$ cat src/hw/rdrs_pkg.sv
// constants for the receive framer and decoder select block
// assumes one 250 MHz reference clock and an active-low asynchronous reset
// Summary of operation
// with the decoder select low, each raw 10-bit framed character goes to the output unchanged.
// the system keeps the clock source select at middle while the decoder is bypassed.
// with the decoder select at middle, characters are decoded and specials use the native table.
// with the decoder select high, characters are decoded and specials use the alternate table.
// the reframe select chooses how boundaries move, together with the framing character kind.
// with the reframe select low, every detected framing character realigns the boundary.
// a low-latency realignment stretches the character clock so its edges meet the new data.
// with the reframe select at middle, two framing characters on one alignment within 50 bits move it.
// in multi-byte framing the character clock phase never changes when the boundary moves.
// with the reframe select high, four adjacent framing characters on one alignment move it.
// with the clock source select at middle, the clock output follows the recovered clock at the chosen rate.
// reset clears all state and the outputs are settled within 16 reference cycles of release.
// the system changes the decoder and reframe selects only while the block is held in reset.
package rdrs_pkg;
  localparam int BITS_PER_CHAR = 10;
  localparam int MB_SPAN_BITS = 50;
  localparam logic [3:0] LAST_BIT = 4'(BITS_PER_CHAR - 1);
  localparam logic [3:0] HALF_BIT = 4'(BITS_PER_CHAR / 2);
  localparam logic [3:0] STRETCH_BITS = 4'(BITS_PER_CHAR);
  localparam logic [5:0] MB_PAIR_MAX_AGE = 6'(MB_SPAN_BITS - BITS_PER_CHAR - 1);
  localparam logic [5:0] HB_ADJ_AGE = 6'(BITS_PER_CHAR - 1);
  localparam logic [5:0] AGE_MAX = 6'h3f;
  localparam logic [2:0] HB_LAST = 3'h3;
  localparam int RST_SETTLE_CYC = 16;
  localparam logic [4:0] SETTLE_LAST = 5'(RST_SETTLE_CYC - 1);
  localparam logic [1:0] LVL_LOW = 2'h0;
  localparam logic [1:0] LVL_MID = 2'h1;
  localparam logic [1:0] LVL_HIGH = 2'h2;
  localparam logic [6:0] COMMA_P = 7'h1f;
  localparam logic [6:0] COMMA_N = 7'h60;
  localparam logic [9:0] K285_N = 10'h0fa;
  localparam logic [9:0] K285_P = 10'h305;
  localparam logic [5:0] K28_N = 6'h0f;
  localparam logic [5:0] K28_P = 6'h30;
  localparam logic [7:0] K285_BYTE = 8'hbc;
  localparam int OUT_W = 12;
  localparam int FIFO_DEPTH = 8;
endpackage

$ cat src/hw/rdrs_fifo.sv
// small show-ahead fifo with a registered read word
// assumes depth is a power of two and one clock domain
`timescale 1ns/1ps
module rdrs_fifo #(
  parameter int WIDTH = 12,
  parameter int DEPTH = 8
) (
  input wire logic i_clk,
  input wire logic i_nrst,
  input wire logic i_valid,
  output logic o_ready,
  input wire logic [WIDTH-1:0] i_data,
  output logic o_valid,
  input wire logic i_ready,
  output logic [WIDTH-1:0] o_data
);
  localparam int AW = $clog2(DEPTH);
  typedef struct packed {
    logic [DEPTH-1:0][WIDTH-1:0] mem;
    logic [AW:0] wp;
    logic [AW:0] rp;
    logic ov;
    logic [WIDTH-1:0] od;
  } rdrs_fifo_s;
  rdrs_fifo_s st;
  rdrs_fifo_s n;
  logic full;
  logic empty;
  assign full = (st.wp[AW] != st.rp[AW]) && (st.wp[AW-1:0] == st.rp[AW-1:0]);
  assign empty = (st.wp == st.rp);
  assign o_ready = !full;
  assign o_valid = st.ov;
  assign o_data = st.od;
  always_comb
  begin
    n = st;
    if (i_valid && !full)
    begin
      n.mem[st.wp[AW-1:0]] = i_data;
      n.wp = st.wp + 1'b1;
    end
    if (!empty && (!st.ov || i_ready))
    begin
      n.od = st.mem[st.rp[AW-1:0]];
      n.ov = 1'b1;
      n.rp = st.rp + 1'b1;
    end
    else if (i_ready)
    begin
      n.ov = 1'b0;
    end
  end
  always_ff @(posedge i_clk or negedge i_nrst)
  begin
    if (!i_nrst)
      st <= '0;
    else
      st <= n;
  end
  full_hold_a:
  assert property (@(posedge i_clk) disable iff (!i_nrst) full && i_valid |=> st.wp == $past(st.wp))
    else $error("fifo written while full");
endmodule

$ cat src/hw/rdrs_top.sv
// receive character framer, decoder select and character clock for one channel
// assumes serial bits arrive one per strobe from the recovered clock side and get synchronised here
`timescale 1ns/1ps
module rdrs_top #(
  parameter int FIFO_DEPTH = rdrs_pkg::FIFO_DEPTH
) (
  input wire logic i_ref_clk,
  input wire logic i_nrst,
  input wire logic i_rx_bit,
  input wire logic i_rx_bit_valid,
  input wire logic [1:0] i_decoder_select,
  input wire logic [1:0] i_reframe_select,
  input wire logic [1:0] i_rx_clock_source_select,
  input wire logic i_rx_clock_rate_select,
  input wire logic i_frame_char_select,
  input wire logic i_out_ready,
  output logic o_out_valid,
  output logic [rdrs_pkg::OUT_W-1:0] o_out_data,
  output logic o_rx_character_clock_out,
  output logic o_overflow,
  output logic o_rx_active
);
  typedef struct packed {
    logic bit_v;
    logic bit_d;
    logic [1:0] dec;
    logic [1:0] rf;
    logic [1:0] ck;
    logic rate;
    logic fsel;
  } rdrs_pins_s;
  typedef struct packed {
    rdrs_pins_s s1;
    rdrs_pins_s s2;
    logic [9:0] shreg;
    logic [3:0] bit_cnt;
    logic [3:0] ph_cnt;
    logic [3:0] stretch;
    logic [3:0] cand_off;
    logic [5:0] cand_age;
    logic [2:0] cand_num;
    logic [9:0] chr;
    logic chr_vld;
    logic clk;
    logic half;
    logic ovf;
    logic [4:0] settle;
    logic active;
  } rdrs_state_s;
  rdrs_state_s st;
  rdrs_state_s n;
  // 6b sub-block to 5 bits, error in the top bit
  function automatic logic [5:0] dec6(input logic [5:0] c);
    case (c)
      6'h27, 6'h18: dec6 = 6'h00;
      6'h1d, 6'h22: dec6 = 6'h01;
      6'h2d, 6'h12: dec6 = 6'h02;
      6'h31: dec6 = 6'h03;
      6'h35, 6'h0a: dec6 = 6'h04;
      6'h29: dec6 = 6'h05;
      6'h19: dec6 = 6'h06;
      6'h38, 6'h07: dec6 = 6'h07;
      6'h39, 6'h06: dec6 = 6'h08;
      6'h25: dec6 = 6'h09;
      6'h15: dec6 = 6'h0a;
      6'h34: dec6 = 6'h0b;
      6'h0d: dec6 = 6'h0c;
      6'h2c: dec6 = 6'h0d;
      6'h1c: dec6 = 6'h0e;
      6'h17, 6'h28: dec6 = 6'h0f;
      6'h1b, 6'h24: dec6 = 6'h10;
      6'h23: dec6 = 6'h11;
      6'h13: dec6 = 6'h12;
      6'h32: dec6 = 6'h13;
      6'h0b: dec6 = 6'h14;
      6'h2a: dec6 = 6'h15;
      6'h1a: dec6 = 6'h16;
      6'h3a, 6'h05: dec6 = 6'h17;
      6'h33, 6'h0c: dec6 = 6'h18;
      6'h26: dec6 = 6'h19;
      6'h16: dec6 = 6'h1a;
      6'h36, 6'h09: dec6 = 6'h1b;
      6'h0e, 6'h0f, 6'h30: dec6 = 6'h1c;
      6'h2e, 6'h11: dec6 = 6'h1d;
      6'h1e, 6'h21: dec6 = 6'h1e;
      6'h2b, 6'h14: dec6 = 6'h1f;
      default: dec6 = 6'h20;
    endcase
  endfunction
  // 4b sub-block to 3 bits, error in the top bit
  function automatic logic [3:0] dec4(input logic [3:0] c);
    case (c)
      4'hb, 4'h4: dec4 = 4'h0;
      4'h9: dec4 = 4'h1;
      4'h5: dec4 = 4'h2;
      4'hc, 4'h3: dec4 = 4'h3;
      4'hd, 4'h2: dec4 = 4'h4;
      4'ha: dec4 = 4'h5;
      4'h6: dec4 = 4'h6;
      4'he, 4'h1, 4'h7, 4'h8: dec4 = 4'h7;
      default: dec4 = 4'h8;
    endcase
  endfunction
  function automatic logic is_frame(input logic [9:0] w, input logic sel);
    if (sel)
      is_frame = (w == rdrs_pkg::K285_N) || (w == rdrs_pkg::K285_P);
    else
      is_frame = (w[9:3] == rdrs_pkg::COMMA_P) || (w[9:3] == rdrs_pkg::COMMA_N);
  endfunction
  // output word: special flag, code error, two zero bits, byte; raw mode carries 10 bits
  function automatic logic [11:0] decode_char(input logic [9:0] w, input logic [1:0] sel);
    logic [5:0] r6;
    logic [3:0] r4;
    logic k28;
    logic kx7;
    logic [7:0] b;
    r6 = dec6(w[9:4]);
    k28 = (w[9:4] == rdrs_pkg::K28_N) || (w[9:4] == rdrs_pkg::K28_P);
    r4 = dec4((w[9:4] == rdrs_pkg::K28_P) ? ~w[3:0] : w[3:0]);
    kx7 = ((w[3:0] == 4'h7) || (w[3:0] == 4'h8)) &&
          ((r6[4:0] == 5'h17) || (r6[4:0] == 5'h1b) || (r6[4:0] == 5'h1d) || (r6[4:0] == 5'h1e));
    b = {r4[2:0], r6[4:0]};
    if (sel == rdrs_pkg::LVL_LOW)
      decode_char = {2'h0, w};
    else if (sel == rdrs_pkg::LVL_HIGH && (k28 || kx7))
      decode_char = {1'b1, r6[5] | r4[3], 2'h0, b[2:0], b[7:3]};
    else
      decode_char = {k28 | kx7, r6[5] | r4[3], 2'h0, b};
  endfunction
  logic bv;
  logic [9:0] sh;
  logic hit;
  logic aligned;
  logic same;
  logic adj;
  logic recovered;
  logic fifo_ready;
  logic [11:0] push_data;
  assign bv = st.s2.bit_v;
  assign sh = {st.shreg[8:0], st.s2.bit_d};
  assign hit = is_frame(sh, st.s2.fsel);
  assign aligned = (st.bit_cnt == rdrs_pkg::LAST_BIT);
  assign same = (st.bit_cnt == st.cand_off);
  assign push_data = decode_char(st.chr, st.s2.dec);
  assign recovered = st.s2.rate ? st.half : (st.ph_cnt < rdrs_pkg::HALF_BIT);
  always_comb
  begin
    n = st;
    adj = 1'b0;
    n.s1 = {i_rx_bit_valid, i_rx_bit, i_decoder_select, i_reframe_select,
            i_rx_clock_source_select, i_rx_clock_rate_select, i_frame_char_select};
    n.s2 = st.s1;
    n.chr_vld = 1'b0;
    if (!st.active)
    begin
      n.settle = st.settle + 5'h1;
      n.active = (st.settle == rdrs_pkg::SETTLE_LAST);
    end
    n.ovf = st.ovf | (st.chr_vld && st.active && !fifo_ready);
    if (bv)
    begin
      n.shreg = sh;
      n.cand_age = (st.cand_age == rdrs_pkg::AGE_MAX) ? rdrs_pkg::AGE_MAX : st.cand_age + 6'h1;
      n.bit_cnt = aligned ? 4'h0 : st.bit_cnt + 4'h1;
      n.chr_vld = aligned;
      n.chr = sh;
      case (st.s2.rf)
        rdrs_pkg::LVL_LOW: adj = hit;
        rdrs_pkg::LVL_MID:
        begin
          if (hit && st.cand_num != 3'h0 && same && st.cand_age <= rdrs_pkg::MB_PAIR_MAX_AGE)
          begin
            adj = 1'b1;
            n.cand_num = 3'h0;
          end
          else if (hit)
          begin
            n.cand_num = 3'h1;
            n.cand_off = st.bit_cnt;
            n.cand_age = 6'h0;
          end
        end
        default:
        begin
          if (hit && st.cand_num != 3'h0 && same && st.cand_age == rdrs_pkg::HB_ADJ_AGE)
          begin
            n.cand_age = 6'h0;
            if (st.cand_num == rdrs_pkg::HB_LAST)
            begin
              adj = 1'b1;
              n.cand_num = 3'h0;
            end
            else
              n.cand_num = st.cand_num + 3'h1;
          end
          else if (hit)
          begin
            n.cand_num = 3'h1;
            n.cand_off = st.bit_cnt;
            n.cand_age = 6'h0;
          end
        end
      endcase
      if (adj)
      begin
        n.bit_cnt = 4'h0;
        n.chr_vld = 1'b1;
      end
      if (st.stretch != 4'h0)
        n.stretch = st.stretch - 4'h1;
      if (st.s2.rf == rdrs_pkg::LVL_LOW)
      begin
        n.ph_cnt = n.bit_cnt;
        if (adj && !aligned)
          n.stretch = rdrs_pkg::STRETCH_BITS;
      end
      else
        n.ph_cnt = (st.ph_cnt == rdrs_pkg::LAST_BIT) ? 4'h0 : st.ph_cnt + 4'h1;
      if (n.ph_cnt == 4'h0)
        n.half = ~st.half;
    end
    if (st.s2.ck != rdrs_pkg::LVL_MID)
      n.clk = 1'b0;
    else if (st.stretch != 4'h0)
      n.clk = st.clk;
    else
      n.clk = recovered;
  end
  always_ff @(posedge i_ref_clk or negedge i_nrst)
  begin
    if (!i_nrst)
      st <= '0;
    else
      st <= n;
  end
  rdrs_fifo #(
    .WIDTH(rdrs_pkg::OUT_W),
    .DEPTH(FIFO_DEPTH)
  ) u_fifo (
    .i_clk(i_ref_clk),
    .i_nrst(i_nrst),
    .i_valid(st.chr_vld && st.active),
    .o_ready(fifo_ready),
    .i_data(push_data),
    .o_valid(o_out_valid),
    .i_ready(i_out_ready),
    .o_data(o_out_data)
  );
  assign o_rx_character_clock_out = st.clk;
  assign o_overflow = st.ovf;
  assign o_rx_active = st.active;
  raw_pass_a:
  assert property (@(posedge i_ref_clk) disable iff (!i_nrst)
    st.chr_vld && st.s2.dec == rdrs_pkg::LVL_LOW |-> push_data == {2'h0, st.chr})
    else $error("raw character altered");
  native_k_a:
  assert property (@(posedge i_ref_clk) disable iff (!i_nrst)
    st.chr_vld && st.s2.dec == rdrs_pkg::LVL_MID && st.chr == rdrs_pkg::K285_N
    |-> push_data == {4'h8, rdrs_pkg::K285_BYTE})
    else $error("native special decode wrong");
  alt_k_a:
  assert property (@(posedge i_ref_clk) disable iff (!i_nrst)
    st.chr_vld && st.s2.dec == rdrs_pkg::LVL_HIGH && st.chr == rdrs_pkg::K285_P
    |-> push_data == {4'h8, rdrs_pkg::K285_BYTE[2:0], rdrs_pkg::K285_BYTE[7:3]})
    else $error("alternate special decode wrong");
  ll_realign_a:
  assert property (@(posedge i_ref_clk) disable iff (!i_nrst)
    bv && st.s2.rf == rdrs_pkg::LVL_LOW && hit |=> st.bit_cnt == 4'h0 && st.chr_vld && st.chr == $past(sh))
    else $error("low latency framer missed realign");
  ll_stretch_a:
  assert property (@(posedge i_ref_clk) disable iff (!i_nrst)
    bv && st.s2.rf == rdrs_pkg::LVL_LOW && hit && !aligned
    |=> st.stretch == rdrs_pkg::STRETCH_BITS ##1 $stable(st.clk))
    else $error("character clock not stretched");
  mb_single_a:
  assert property (@(posedge i_ref_clk) disable iff (!i_nrst)
    bv && st.s2.rf == rdrs_pkg::LVL_MID && hit && st.cand_num == 3'h0 && !aligned
    |=> st.cand_num == 3'h1 && st.bit_cnt == $past(st.bit_cnt) + 4'h1)
    else $error("multi-byte framer moved on one character");
  mb_phase_a:
  assert property (@(posedge i_ref_clk) disable iff (!i_nrst)
    bv && st.s2.rf != rdrs_pkg::LVL_LOW
    |=> st.ph_cnt == (($past(st.ph_cnt) == rdrs_pkg::LAST_BIT) ? 4'h0 : $past(st.ph_cnt) + 4'h1))
    else $error("clock phase moved in multi-byte mode");
  hb_four_a:
  assert property (@(posedge i_ref_clk) disable iff (!i_nrst)
    bv && st.s2.rf == rdrs_pkg::LVL_HIGH && hit && st.cand_num < rdrs_pkg::HB_LAST && !aligned
    |=> st.bit_cnt != 4'h0)
    else $error("alternate framer moved before four characters");
  clk_src_a:
  assert property (@(posedge i_ref_clk) disable iff (!i_nrst)
    st.s2.ck != rdrs_pkg::LVL_MID |=> !o_rx_character_clock_out)
    else $error("clock output driven outside middle source select");
  settle_a:
  assert property (@(posedge i_ref_clk) disable iff (!i_nrst)
    !st.active && st.settle == rdrs_pkg::SETTLE_LAST |=> st.active ##1 st.active && $stable(st.settle))
    else $error("block not active after settle count");
endmodule

$ cat config.mk
export PLATFORM = sky130hd
export DESIGN_NAME = rdrs_top
export DESIGN_NICKNAME = d
export VERILOG_FILES = /design/src/hw/rdrs_pkg.sv /design/src/hw/rdrs_fifo.sv /design/src/hw/rdrs_top.sv
export SDC_FILE = /design/constraint.sdc
export NUM_CORES = 1
export LEC_CHECK = 0
export ABC_CLOCK_PERIOD_IN_PS = 3000
export BUFFER_PORTS_ARGS = -buffer_cell sky130_fd_sc_hd__buf_4
export CAP_MARGIN = 25
export CORE_ASPECT_RATIO = 0.6
export CORE_MARGIN = 5
export CORE_UTILIZATION = 40
export CTS_BUF_LIST = sky130_fd_sc_hd__clkbuf_8
export DETAILED_ROUTE_END_ITERATION = 10
export PLACE_DENSITY = 0.57
export SYNTH_ARGS = -nofsm -noshare
export SYNTH_HDL_FRONTEND = slang
export SYNTH_SLANG_ARGS = --single-unit
$ cat constraint.sdc
create_clock -name i_ref_clk -period 3 [get_ports i_ref_clk]
set_input_delay 0.45 -clock i_ref_clk [delete_from_list [all_inputs] [get_ports i_ref_clk]]
set_output_delay 0.45 -clock i_ref_clk [all_outputs]
set_load 0.02 [all_outputs]
==> results.md <==
- Of all nets on the critical path, the largest fanout is 8.
- The area growth from synthesis to layout is 17.0%.
- The critical path goes through inv_4 -> ha_4 -> mux2_4 -> nor2_2 -> a311o_1 -> a31oi_1 -> buf_4 -> a2111oi_4 -> nor3_4 -> buf_12 -> a221o_2 -> mux2_4.
- The final setup violation count is 0.
- The leakage power total is 5.00 nW.
- The later pin in the worst-skew pair is clocked with a latency of 0.47 ns.
- The worst path setup slack after routing is 0.00884 ns.
- The logic depth of the worst path, buffers included is 12.
- Along the worst hold path, the cell count comes to 1.
- The final RePlAce weighted congestion is 0.919.
- In this run the deepest clock path goes through 2 buffers.
- The number of distinct library cell variants in the gate-level netlist after synthesis is 73.
- The via count is 7034.
- The count of input and output buffers is 28.
- The Yosys step of the flow raised 0 warnings.
- Across every metal layer, demand over resource in global routing totals 0.175.
- The antenna cell count is 0.
- For the worst setup path, the data arrival time is 3.34 ns.
- Summed over all instances, the cell type with the most area after synthesis is sky130_fd_sc_hd__dfrtp_1.
- The required time of the critical path is 3.35 ns.
- In the final layout, the share of cells above drive strength 1 is 0.283.
- The transition time of the tightest slew-check pin is 0.687 ns.
- The initial DRC count is 657.
- Among the stages of the critical path, the cell type that occurs most often is sky130_fd_sc_hd__mux2_4.
- Synthesis produced a netlist whose cell count is 898.
- The number of filler instances in the final layout is 2151.
- The number of flops mapped to enable cells by yosys is 0.
- The clock net sink count is 182.
- In the synthesized netlist the dominant register cell turns out to be sky130_fd_sc_hd__dfrtp_1.
- For this run, the detailed router's first-pass iteration total came to 6.
- The placed instances occupy a cell area of 10500 µm².
- The number of hold-slack violations in the final timing report is 0.
- The final design area excluding fillers is 11200 µm².
- The worst setup path is captured at a flop.
- Measured against its own limit, the worst slew margin works out to 0.541.
- After layout, the design draws a total of 7.67 mW.
- Setup repair after global routing could not meet its margin everywhere.
- In the finished design, the share of the clock period the worst path needs comes to 0.997.
- The power per cell area is 684 nW/µm².
- The detailed-route vias per instance is 5.46.
- During I/O placement, the number of pins put on the boundary was 29.
- After global routing the overflow that remains totals 0.
- The worst clock skew on the final layout is 0.0198 ns.
- Among all stages on the critical path, the largest delay is contributed by sky130_fd_sc_hd__dfrtp_2.
- The proportion of register bits with asynchronous set or reset after synthesis is 1.00.
- The die covers 27200 µm².
- Of the synthesized area, sequential elements account for 0.475.
- In this run the mean area of a mapped cell was 10.7 µm².
- Across the run, the number of max-cap violations was 0.
- The number of antenna violations at the first check in global routing is 0.
- The most common cell after layout, fill and taps aside is sky130_fd_sc_hd__dfrtp_1.
- The half-perimeter wire length after detailed placement is 16000 µm.
- The tightest min-delay check is of the primary input to flop type.
- The number of nets still failing antenna checks after routing is 0.
- The net count of the mapped netlist is 934.
- The H-tree depth is 4.
- The final number of max-transition violations is 0.
- The buffer and inverter count on the worst path is 3.
- The top-area cell type share of the netlist area is 0.475.
- The first-pass GRT wire length is 38100 µm.
- The initial standard-cell utilization of the core is 0.410.
- Subtracting the final worst setup slack from the clock period gives 2.99 ns.
- The flow ran to the end, and the final reports show no timing, DRC or antenna violations.
- The largest net degree at the start of global routing is 87.
- The startpoint class of the critical path is a flop.
- In this run the core area contains 43 standard-cell rows.
- The floorplan step set the die height to 130 µm.
- The number of nets in the final layout is 996.
- Ranked by total cell area, the synthesized netlist is headed by sky130_fd_sc_hd__dfrtp_1, sky130_fd_sc_hd__mux2_2, sky130_fd_sc_hd__mux4_2.
- The area taken by multi-input logic gates is 4820 µm².
- The synthesized design contains 182 register bits.
- In this run the standard cell core region covers 23300 µm².
- The delay contributed by the slowest stage of the critical path is 0.47 ns.
- The number of cells on the worst reg-to-reg path is 12.
- The via count of the first global-routing pass is 6814.
- After clock tree synthesis, the clock-pin slew on the worst setup and hold paths is 0.10 ns.
- For this run, design rule violations remaining after detail routing come to 0.
- The number of clock buffers added by TritonCTS is 17.
- The library cell used as clock root buffer is sky130_fd_sc_hd__clkbuf_8.
- Timing would allow up to 0.334 GHz.
- TritonCTS built the clock tree.
- The average routed wire per standard cell is 17.6 µm.
- Summing every instance area after synthesis gives 9580 µm².
- The register cell area after layout is 4560 µm².
- The startpoint-to-endpoint class of the critical path is flop to flop.
- The dominant delay contributor by cell family on the critical path is compound AO/OA/AOI/OAI gates.
- IR analysis of the VDD net gives a maximum drop of 0.438 mV.
- The horizontal die dimension is 210 µm.
- Prior to clock tree synthesis, the placed netlist has a worst setup slack of -0.121 ns.
- Leaving out fill and tap cells, the most frequent cells in the layout are sky130_fd_sc_hd__dfrtp_1, sky130_fd_sc_hd__nand2_1, sky130_fd_sc_hd__buf_4, sky130_fd_sc_hd__o21ai_0, sky130_fd_sc_hd__mux2_2.
- The total wire length is 22700 µm.
## synth_stat cells (all sizes together) (3+ instances only)
cell and instances:
a211oi 5, a21o 7, a21oi 27, a22o 4
a22oi 3, a2bb2oi 3, a311o 3, a31oi 9
and3 4, buf 23, clkbuf 41, dfrtp 182
ha 23, inv 24, mux2 71, mux2i 18
mux4 24, nand2 122, nand2b 14, nand3 17
nand3b 3, nand4 7, nand4b 3, nor2 35
nor2b 13, nor3 15, nor3b 6, nor4 3
o211ai 9, o21a 5, o21ai 88, o221ai 3
o22ai 3, o311ai 4, o41ai 3, or2 5
or3 7, or4 3, xnor2 16, xor2 5
## per-stage QoR
step / util / setup TNS, ns / std cells / hold slack (ns)
floorplan: - / 0 / 898 / 0.154
global placement: 0.449 / -4.37 / 1249 / 0.333
detailed placement: 0.449 / -1.50 / 1249 / 0.335
CTS: 0.474 / -0.205 / 1283 / 0.0435
global route: 0.480 / -2.28 / 1288 / 0.0355
finish: 0.480 / 0 / 1288 / 0.0774
## state kept, by name, summed over array words and instances (netlist names)
register / flops
u_fifo.o_data: 12
o_rx_character_clock_out: 1
sh: 1
n: 10
o_overflow: 1
u_fifo.st: 104
o_rx_active: 1
st: 50
bv: 1
u_fifo.o_valid: 1
## kinds of logic after synthesis
family                     count (synthesis)  share of synthesized area
and+or+nand+nor                          265                      0.133
AOI/OAI and AO/OA                        203                      0.139
muxes                                    113                      0.159
buffers and inverters                     89                     0.0419
xor gates and xnor gates                  21                     0.0192
DFF                                      182                      0.475
adders and majority gates                 25                     0.0321
## routing by layer
metal	share of wire	GRT usage
met1	0.55	0.294
met2	0.38	0.222
met5	0	0
met3	0.062	0.0449
met4	0.0067	0.0307
## layout make-up
class                      instances  share of cell area
multi-input combinational        627               0.430
sequential                       182               0.407
timing repair buffer             107              0.0779
clock buffer                      18              0.0221
inverter                          25             0.00882
clock inverter                    14              0.0185
tap                              315              0.0352
## final timing paths
path / from / end / slack, ns
max in group asynchronous: i_nrst / u_fifo.st[101] / 1.72
setup reg to reg: st[14] / u_fifo.st[98] / 0.009
setup / recovery: st[14] / u_fifo.st[98] / 0.009
hold / removal: i_rx_clock_rate_select / n[56] / 0.08
min in group asynchronous: i_nrst / st[30] / 0.47
hold reg to reg: n[58] / st[58] / 0.34
## where the power goes
| group | switching (mW) | total (mW) | internal (mW) |
|---|---|---|---|
| registers | 0.318 | 3.08 | 2.76 |
| logic | 1.45 | 2.67 | 1.22 |
| clock network | 0.902 | 1.91 | 1.01 |
## what timing repair did
item / CTS / global route
hold buffers: 1 / 0
gates resized for setup: 17 / 28
setup buffers: 2 / 5
pin swaps: 6 / 13
setup endpoints to repair: 56 / 69
endpoints found under the hold margin: 41 / 0
(Power assumes the default switching activity.)
